`config.mk`:
```
export PLATFORM = sky130hd
export DESIGN_NAME = tw_master
export DESIGN_NICKNAME = d
export VERILOG_FILES = /design/src/tw_pkg.sv /design/src/tw_master.sv /design/src/tw_fifo.sv
export VERILOG_INCLUDE_DIRS = /design/src
export SDC_FILE = /design/constraint.sdc
export NUM_CORES = 1
export LEC_CHECK = 0
export ABC_CLOCK_PERIOD_IN_PS = 6600
export BUFFER_PORTS_ARGS = -buffer_cell sky130_fd_sc_hd__buf_2
export CAP_MARGIN = 20
export CORE_MARGIN = 2
export CORE_UTILIZATION = 35
export CTS_BUF_LIST = sky130_fd_sc_hd__clkbuf_16
export DETAILED_ROUTE_END_ITERATION = 12
export PLACE_DENSITY = 0.57
export SETUP_SLACK_MARGIN = 0.5
export SLEW_MARGIN = 20
export SYNTH_ARGS = -nofsm -noshare
export SYNTH_HDL_FRONTEND = slang
export SYNTH_HIERARCHICAL = 1
export SYNTH_SLANG_ARGS = --single-unit
export TNS_END_PERCENT = 1
```
`constraint.sdc`:
```
create_clock -name mclk_in -period 6.6 [get_ports mclk_in]
set_input_delay 1.32 -clock mclk_in [delete_from_list [all_inputs] [get_ports mclk_in]]
set_output_delay 1.32 -clock mclk_in [all_outputs]
set_load 0.01 [all_outputs]
```
`src/tw_consts.svh`:
```
// Timing constants and field widths for the two-wire master
`ifndef TW_CONSTS_SVH
`define TW_CONSTS_SVH
`define TW_CLK_MHZ 200
`define TW_RATE0_KHZ 100
`define TW_RATE1_KHZ 400
`define TW_RATE2_KHZ 800
`define TW_RATE3_KHZ 1000
// Quarter of one bus clock period in system clocks, rounded down
`define TW_QTR_CYC(k) ((`TW_CLK_MHZ * 1000) / (4 * (k)))
`define TW_DIV_W 9
`define TW_MAX_BYTES 16
`define TW_FIFO_DEPTH 32
`define TW_BYTE_W 8
`define TW_ACK_BIT 4'h8
`endif

```
`src/tw_pkg.sv`:
```
// Types shared by the two-wire master and its bench
package tw_pkg;
   typedef enum logic [1:0] {TW_READ, TW_WRITE, TW_RD_WR, TW_WR_RD} tw_kind_e;
   typedef enum logic [1:0] {TW_100K, TW_400K, TW_800K, TW_1M} tw_rate_e;
   typedef struct packed {
      tw_kind_e kind;
      tw_rate_e rate;
      logic [6:0] addr;
      logic [3:0] rd_cnt_m1;
      logic [3:0] wr_cnt_m1;
   } tw_cmd_s;
endpackage

```
`src/tw_master.sv`:
```
// Hardware-sequenced two-wire bus master with byte FIFOs
// Overview of operation
// [RL1] Four transfer kinds: read, write, read then write, write then read.
// [RL2] Read transfer fetches one to 16 bytes, then stops.
// [RL3] Write transfer sends one to 16 bytes, then stops.
// [RL4] Read-then-write reads up to 16, repeated start, writes up to 16.
// [RL5] Write-then-read writes up to 16, repeated start, reads up to 16.
// [RL6] Bus clock selectable at 100, 400 or 800 kHz.
// [RL7] Extra 1 MHz bus clock setting, high-speed slaves not guaranteed.
// [RL8] No arbitration; this master assumes it owns the bus.
// [RL9] Slaves must not stretch the clock; stretching is not honoured.
// [RL10] Both lines driven open-drain only; only SDA is sampled, the SCL input is unused.
// [RL11] Whole transfer sequenced in hardware after one start command.
// [RL12] Outgoing and incoming bytes held in buffers per direction.
// [RL13] Done flag on completion; error flag on any missing acknowledge.
`include "tw_consts.svh"
module tw_master #(
   parameter int FIFO_DEPTH = `TW_FIFO_DEPTH
) (
   input wire logic mclk_in,
   input wire logic resetn_in,
   input wire tw_pkg::tw_cmd_s cmd_in,
   input wire logic start_in,
   output logic busy_out,
   output logic done_out,
   output logic nack_err_out,
   input wire logic [7:0] tx_data_in,
   input wire logic tx_valid_in,
   output logic tx_ready_out,
   output logic [7:0] rx_data_out,
   output logic rx_valid_out,
   input wire logic rx_ready_in,
   input wire logic scl_in,
   output logic scl_out,
   output logic scl_oe_out,
   input wire logic sda_in,
   output logic sda_out,
   output logic sda_oe_out
);
   if (FIFO_DEPTH < `TW_MAX_BYTES) begin : g_bad_depth
      $error("tw_master needs a FIFO deep enough for one full segment");
   end

   typedef enum logic [1:0] {ST_IDLE, ST_START, ST_BIT, ST_STOP} tw_state_e;

   localparam logic [`TW_DIV_W-1:0] QTR0 = `TW_DIV_W'(`TW_QTR_CYC(`TW_RATE0_KHZ) - 1);
   localparam logic [`TW_DIV_W-1:0] QTR1 = `TW_DIV_W'(`TW_QTR_CYC(`TW_RATE1_KHZ) - 1);
   localparam logic [`TW_DIV_W-1:0] QTR2 = `TW_DIV_W'(`TW_QTR_CYC(`TW_RATE2_KHZ) - 1);
   localparam logic [`TW_DIV_W-1:0] QTR3 = `TW_DIV_W'(`TW_QTR_CYC(`TW_RATE3_KHZ) - 1);

   tw_state_e st_q;
   tw_pkg::tw_cmd_s cmd_q;
   logic seg_q;
   logic [3:0] bit_q;
   logic [1:0] qtr_q;
   logic [`TW_DIV_W-1:0] div_q;
   logic [7:0] sh_q;
   logic is_addr_q;
   logic [3:0] left_q;
   logic nack_q;
   logic scl_low_q;
   logic sda_low_q;
   logic done_q;
   logic err_q;

   logic [7:0] tx_fifo_data;
   logic tx_fifo_valid;
   logic rx_fifo_ready;
   logic tx_pop_w;
   logic rx_push_w;

   // Buffers per direction; both ports give back-pressure [RL12]
   tw_fifo #(.W(`TW_BYTE_W), .DEPTH(FIFO_DEPTH)) u_tx_fifo (
      .mclk_in(mclk_in),
      .resetn_in(resetn_in),
      .wr_data_in(tx_data_in),
      .wr_valid_in(tx_valid_in),
      .wr_ready_out(tx_ready_out),
      .rd_data_out(tx_fifo_data),
      .rd_valid_out(tx_fifo_valid),
      .rd_ready_in(tx_pop_w)
   );
   tw_fifo #(.W(`TW_BYTE_W), .DEPTH(FIFO_DEPTH)) u_rx_fifo (
      .mclk_in(mclk_in),
      .resetn_in(resetn_in),
      .wr_data_in(sh_q),
      .wr_valid_in(rx_push_w),
      .wr_ready_out(rx_fifo_ready),
      .rd_data_out(rx_data_out),
      .rd_valid_out(rx_valid_out),
      .rd_ready_in(rx_ready_in)
   );

   // Segment direction per transfer kind [RL1] [RL4] [RL5]
   wire two_seg_w = (cmd_q.kind == tw_pkg::TW_RD_WR) || (cmd_q.kind == tw_pkg::TW_WR_RD);
   wire cur_rd_w = (cmd_q.kind == tw_pkg::TW_READ) ||
                   (cmd_q.kind == tw_pkg::TW_RD_WR && !seg_q) ||
                   (cmd_q.kind == tw_pkg::TW_WR_RD && seg_q);
   wire [3:0] seg_cnt_w = cur_rd_w ? cmd_q.rd_cnt_m1 : cmd_q.wr_cnt_m1; // [RL2] [RL3]
   wire drive_byte_w = is_addr_q || !cur_rd_w;

   // Quarter-bit divider; slowest rate fits the divider width [RL6] [RL7]
   // Idle follows the incoming rate so the first quarter already has its own length
   wire [1:0] rate_w = (st_q == ST_IDLE) ? cmd_in.rate : cmd_q.rate;
   wire [`TW_DIV_W-1:0] qtr_reload_w =
      (rate_w == tw_pkg::TW_100K) ? QTR0 :
      (rate_w == tw_pkg::TW_400K) ? QTR1 :
      (rate_w == tw_pkg::TW_800K) ? QTR2 : QTR3;
   wire tick_w = (st_q != ST_IDLE) && (div_q == '0);

   wire in_bit_w = (st_q == ST_BIT) && tick_w && (qtr_q == 2'h3);
   wire end_rd_data_w = in_bit_w && !drive_byte_w && (bit_q == 4'h7);
   wire end_byte_w = in_bit_w && (bit_q == `TW_ACK_BIT);
   wire nack_stop_w = drive_byte_w && nack_q;
   wire need_tx_w = !nack_stop_w && !cur_rd_w && (is_addr_q || left_q != 4'h0);
   // Stalls freeze the bus with SCL released and no edges; a slave stretch is not seen [RL9]
   wire stall_w = (end_rd_data_w && !rx_fifo_ready) || (end_byte_w && need_tx_w && !tx_fifo_valid);
   assign rx_push_w = end_rd_data_w && rx_fifo_ready;
   assign tx_pop_w = end_byte_w && need_tx_w && tx_fifo_valid;
   wire step_w = tick_w && !stall_w;

   // Open-drain only: data is always zero, enable pulls low [RL10]
   assign scl_out = 1'b0;
   assign sda_out = 1'b0;
   assign scl_oe_out = scl_low_q;
   assign sda_oe_out = sda_low_q;
   assign busy_out = (st_q != ST_IDLE);
   assign done_out = done_q;
   assign nack_err_out = err_q;

   always_ff @(posedge mclk_in) begin
      if (!resetn_in || st_q == ST_IDLE || tick_w) begin
         div_q <= qtr_reload_w;
      end else begin
         div_q <= div_q - 1'b1;
      end
   end

   always_ff @(posedge mclk_in) begin
      if (!resetn_in) begin
         qtr_q <= 2'h0;
      end else if (st_q == ST_IDLE) begin
         qtr_q <= 2'h0;
      end else if (step_w) begin
         qtr_q <= qtr_q + 2'h1;
      end
   end

   // Single master: lines are driven without any arbitration check [RL8]
   always_ff @(posedge mclk_in) begin
      if (!resetn_in) begin
         st_q <= ST_IDLE;
         cmd_q <= '0;
         seg_q <= 1'b0;
         bit_q <= 4'h0;
         sh_q <= 8'h00;
         is_addr_q <= 1'b0;
         left_q <= 4'h0;
         nack_q <= 1'b0;
         scl_low_q <= 1'b0;
         sda_low_q <= 1'b0;
         done_q <= 1'b0;
         err_q <= 1'b0;
      end else begin
         case (st_q)
            ST_IDLE: begin
               scl_low_q <= 1'b0;
               sda_low_q <= 1'b0;
               if (start_in) begin // [RL11]
                  cmd_q <= cmd_in;
                  seg_q <= 1'b0;
                  done_q <= 1'b0;
                  err_q <= 1'b0;
                  st_q <= ST_START;
               end
            end
            ST_START: begin
               // Same sequence serves as repeated start between segments
               if (step_w) begin
                  case (qtr_q)
                     2'h0: sda_low_q <= 1'b0;
                     2'h1: scl_low_q <= 1'b0;
                     2'h2: sda_low_q <= 1'b1;
                     default: begin
                        scl_low_q <= 1'b1;
                        sh_q <= {cmd_q.addr, cur_rd_w};
                        is_addr_q <= 1'b1;
                        bit_q <= 4'h0;
                        st_q <= ST_BIT;
                     end
                  endcase
               end
            end
            ST_BIT: begin
               if (step_w) begin
                  case (qtr_q)
                     2'h0: begin
                        if (bit_q != `TW_ACK_BIT) begin
                           sda_low_q <= drive_byte_w && !sh_q[7];
                        end else begin
                           // Master acks all read bytes but the last [RL2] [RL5]
                           sda_low_q <= !drive_byte_w && (left_q != 4'h0);
                        end
                     end
                     2'h1: scl_low_q <= 1'b0;
                     2'h2: begin
                        if (bit_q != `TW_ACK_BIT) begin
                           sh_q <= {sh_q[6:0], sda_in};
                        end else begin
                           nack_q <= sda_in;
                        end
                     end
                     default: begin
                        scl_low_q <= 1'b1;
                        if (bit_q != `TW_ACK_BIT) begin
                           bit_q <= bit_q + 4'h1;
                        end else begin
                           bit_q <= 4'h0;
                           if (nack_stop_w) begin
                              err_q <= 1'b1; // [RL13]
                              st_q <= ST_STOP;
                           end else if (is_addr_q) begin
                              is_addr_q <= 1'b0;
                              left_q <= seg_cnt_w;
                              if (!cur_rd_w) begin
                                 sh_q <= tx_fifo_data;
                              end
                           end else if (left_q != 4'h0) begin
                              left_q <= left_q - 4'h1; // [RL2] [RL3]
                              if (!cur_rd_w) begin
                                 sh_q <= tx_fifo_data;
                              end
                           end else if (two_seg_w && !seg_q) begin
                              seg_q <= 1'b1; // [RL4] [RL5]
                              st_q <= ST_START;
                           end else begin
                              st_q <= ST_STOP;
                           end
                        end
                     end
                  endcase
               end
            end
            ST_STOP: begin
               if (step_w) begin
                  case (qtr_q)
                     2'h0: sda_low_q <= 1'b1;
                     2'h1: scl_low_q <= 1'b0;
                     2'h2: sda_low_q <= 1'b0;
                     default: begin
                        done_q <= 1'b1; // [RL13]
                        st_q <= ST_IDLE;
                     end
                  endcase
               end
            end
            default: st_q <= ST_IDLE;
         endcase
      end
   end
endmodule // tw_master

```
`src/tw_fifo.sv`:
```
// Flip-flop FIFO with valid/ready on both sides
module tw_fifo #(
   parameter int W = 8,
   parameter int DEPTH = 32
) (
   input wire logic mclk_in,
   input wire logic resetn_in,
   input wire logic [W-1:0] wr_data_in,
   input wire logic wr_valid_in,
   output logic wr_ready_out,
   output logic [W-1:0] rd_data_out,
   output logic rd_valid_out,
   input wire logic rd_ready_in
);
   localparam int AW = $clog2(DEPTH);
   if (DEPTH < 2 || (DEPTH & (DEPTH - 1)) != 0) begin : g_bad_depth
      $error("tw_fifo depth must be a power of two of at least 2");
   end
   logic [W-1:0] mem_q [DEPTH];
   logic [AW:0] wp_q;
   logic [AW:0] rp_q;
   wire full_w = (wp_q[AW] != rp_q[AW]) && (wp_q[AW-1:0] == rp_q[AW-1:0]);
   wire empty_w = (wp_q == rp_q);
   wire push_w = wr_valid_in && !full_w;
   wire pop_w = rd_ready_in && !empty_w;
   assign wr_ready_out = !full_w;
   assign rd_valid_out = !empty_w;
   assign rd_data_out = mem_q[rp_q[AW-1:0]];
   always_ff @(posedge mclk_in) begin
      if (!resetn_in) begin
         wp_q <= '0;
         rp_q <= '0;
      end else begin
         if (push_w) begin
            wp_q <= wp_q + 1'b1;
         end
         if (pop_w) begin
            rp_q <= rp_q + 1'b1;
         end
      end
   end
   // Storage needs no reset; empty flags guard stale entries
   always_ff @(posedge mclk_in) begin
      if (push_w) begin
         mem_q[wp_q[AW-1:0]] <= wr_data_in;
      end
   end
endmodule // tw_fifo

```
==> run_results.csv <==
group,metric,value,unit
placement,dpl-instance-area,25600,um2
sta,setup_ws,1820,ps
clock_network,cts.repair.resized,0,
die,die_w,268,um
sta,totalNegativeSetupSlack,0,ps
pwr,power,8.13,mW
global_route,grt_pass1_vias,12602,
sta,period_needed,4780,ps
detailed_routing,wl_per_cell,21.7,um
global_route,globalRouteOverflowTotal,0,
clock_network,clock_sinks,601,
status,status,"finished clean",
synth,synth_area_per_cell,17.8,um2
die,initial_core_util,35.5,%
die,placementRows,96,
synth,synth_area,24400,um2
synth,synth_cell_types,65,
global_route,antenna_found_initial,0,
sta,setup_viol,0,
finish,areaGrowthSynthToFinish,13.5,%
finish,final_common_cell,"edfxtp_1",
placement,globalplace.congestion,0.777,
worst_setup_path,start_kind,"flop",
worst_setup_path,cp.required,5280,ps
job,drv_cap,0,
die,dieHeight,268,um
detailed_routing,wirelength,52300,um
sta,grt_setup_unrepaired,"no",
sta,fin_crit_sh,72.5,%
clock_network,holdBufCountCts,0,
global_route,grt_max_degree,52,
sta,max_slew_margin,35.5,%
detailed_routing,first_pass_iters,8,
clock_network,root_buffer,"clkbuf_16",
worst_hold_path,hp-class,"flop to flop",
worst_setup_path,crit_path_max_fanout,35,
pwr,ir_drop,0.304,mV
synth,synth_edf_count,512,
synth,synth_seq_cells,601,
finish,n_fill_cell,6186,
synth,syn_inst,1370,
clock_network,cts_made_buffers,66,
clock_network,cts_tree,"built",
die,floorplan.die_area,71900,um2
detailed_routing,ant_nets,0,
placement,place_ws,2360,ps
finish,drive_gt1_share,23.3,%
pwr,power.density,293,nW/um2
die,core_area,68800,um2
synth,synthArstFlopShare,0,%
detailed_routing,vias_per_cell,5.15,
worst_setup_path,crit_type,"flop to primary output",
global_route,grt_pass1_wl,78200,um
sta,hold_viol_final,0,
worst_setup_path,end_kind,"primary output",
sta,slew_viol_final,0,
sta,finClkSkew,27.4,ps
global_route,grt_use_total,14.6,%
clock_network,clk_latency,600,ps
synth,yosys_warnings,6,
pwr,leakagePower,8.86,nW
finish,final_area,27700,um2
finish,fin_util,40.3,%
sta,worst_slew_pin_slew,965,ps
clock_network,postCtsSetupRepairBufs,0,
sta,fmax,209,MHz
finish,num_antenna_cells,0,
clock_network,ctsHtreeMaxLevel,3,
clock_network,cts_buffer_depth,3,
finish,nets,1493,
synth,synth_seq_area_share,70.2,%
detailed_routing,remaining_drc_errors,0,
placement,hpwl,32600,um
finish,final_cell_mix,"512 x edfxtp_1, 160 x mux4_2, 110 x nor2_1, 89 x nand2_1, 83 x dfxtp_1",
detailed_routing,vias,12437,
detailed_routing,drt_iter0_drc,1024,
worst_setup_path,worstPathArrival,3460,ps
clock_network,clkTransAtPathRegs,60,ps
die,io_pins,51,
synth,synth-main-ff-cell,"edfxtp_1",
placement,port_buffers,47,
## power by group
part           total (mW)  leakage [nW]  internal [mW]  switching, mW
registers            4.18          5.48           4.14         0.0379
logic               0.373          2.29          0.129          0.244
clock network        3.57          1.08           2.11           1.47
## routing by layer
layer / wire [um] / track usage, % / share of wire (%)
met2: 24200 / 22.3 / 46
met5: 0 / 0 / 0
met3: 2580 / 3.04 / 4.9
met4: 971 / 3.84 / 1.9
met1: 24500 / 21.2 / 47
## final timing paths
check / start / to / slack, ps / cells past startpoint
setup reg to reg: st_q[0] / u_rx_fifo/mem_q[4][5] / 2530 / 8
hold reg to reg: cmd_q[0] / cmd_q[0] / 450 / 2
hold / removal: cmd_q[0] / cmd_q[0] / 450 / 2
setup / recovery: flop / rx_data_out[1] / 1820 / 5
## synth_stat cells, types with 7 or more instances
library cell / count / area [um2]
a21oi_1: 44 / 220
ha_1: 27 / 338
and3_1: 7 / 43.8
buf_1: 16 / 60.1
nor2_1: 110 / 413
nand2_1: 89 / 334
buf_4: 16 / 120
dfxtp_1: 89 / 1780
xor2_1: 12 / 105
xnor2_1: 19 / 166
nand2b_1: 9 / 56.3
mux2i_1: 27 / 270
inv_1: 21 / 78.8
o21ai_0: 19 / 95.1
edfxtp_1: 512 / 15400
mux2_2: 18 / 203
nand3_1: 18 / 90.1
nor3_1: 8 / 40.0
mux4_2: 160 / 3600
o31ai_1: 8 / 60.1
and2_1: 13 / 81.3
clkbuf_1: 30 / 113
## stage by stage
step / cells / hold slack [ps]
6_report: 2413 / 453
3_5_place_dp: 2295 / 448
3_3_place_gp: 2295 / 446
5_1_grt: 2413 / 472
4_1_cts: 2413 / 455
2_1_floorplan: 1371 / 434
## kinds of logic (layout without fill, tap and decap cells)
family	count (synthesis)	count (layout)	synth area share [%]
buffers and inverters	92	203	1.75
flip-flops	601	601	70.2
multiplexers	205	205	16.7
XOR/XNOR	31	31	1.11
AND/OR/NAND/NOR	299	299	5.77
AO/OA/AOI/OAI	114	114	3.04
adder cells (fa/ha/maj)	27	27	1.38
other	1	2	0.0154
## registers in the layout (all words and copies together), names as in the netlist, 6 cells and up, named ones only
name	cells
u_rx_fifo/mem_q	256
u_rx_fifo/wp_q	6
div_q	9
u_rx_fifo/rp_q	6
cmd_q	19
u_tx_fifo/rp_q	6
u_tx_fifo/mem_q	256
sh_q	8
u_tx_fifo/wp_q	6
## critical path: stages (launching register included)
cell     delay (ps)
dfxtp_2         860
buf_4           610
mux4_2          430
mux4_2          530
mux2_2          300
buf_2           150
## cell type report
| class | instances | area (um2) | share of cell area [%] |
|---|---|---|---|
| clock buffer | 68 | 1700 | 6.14 |
| clock inverter | 50 | 415 | 1.50 |
| inverter | 23 | 86.3 | 0.311 |
| multi-input combinational | 678 | 6850 | 24.7 |
| sequential | 601 | 17200 | 61.9 |
| tap | 931 | 1160 | 4.20 |
| timing repair buffer | 62 | 348 | 1.25 |
Note: power is estimated with default switching activity, not from simulation.
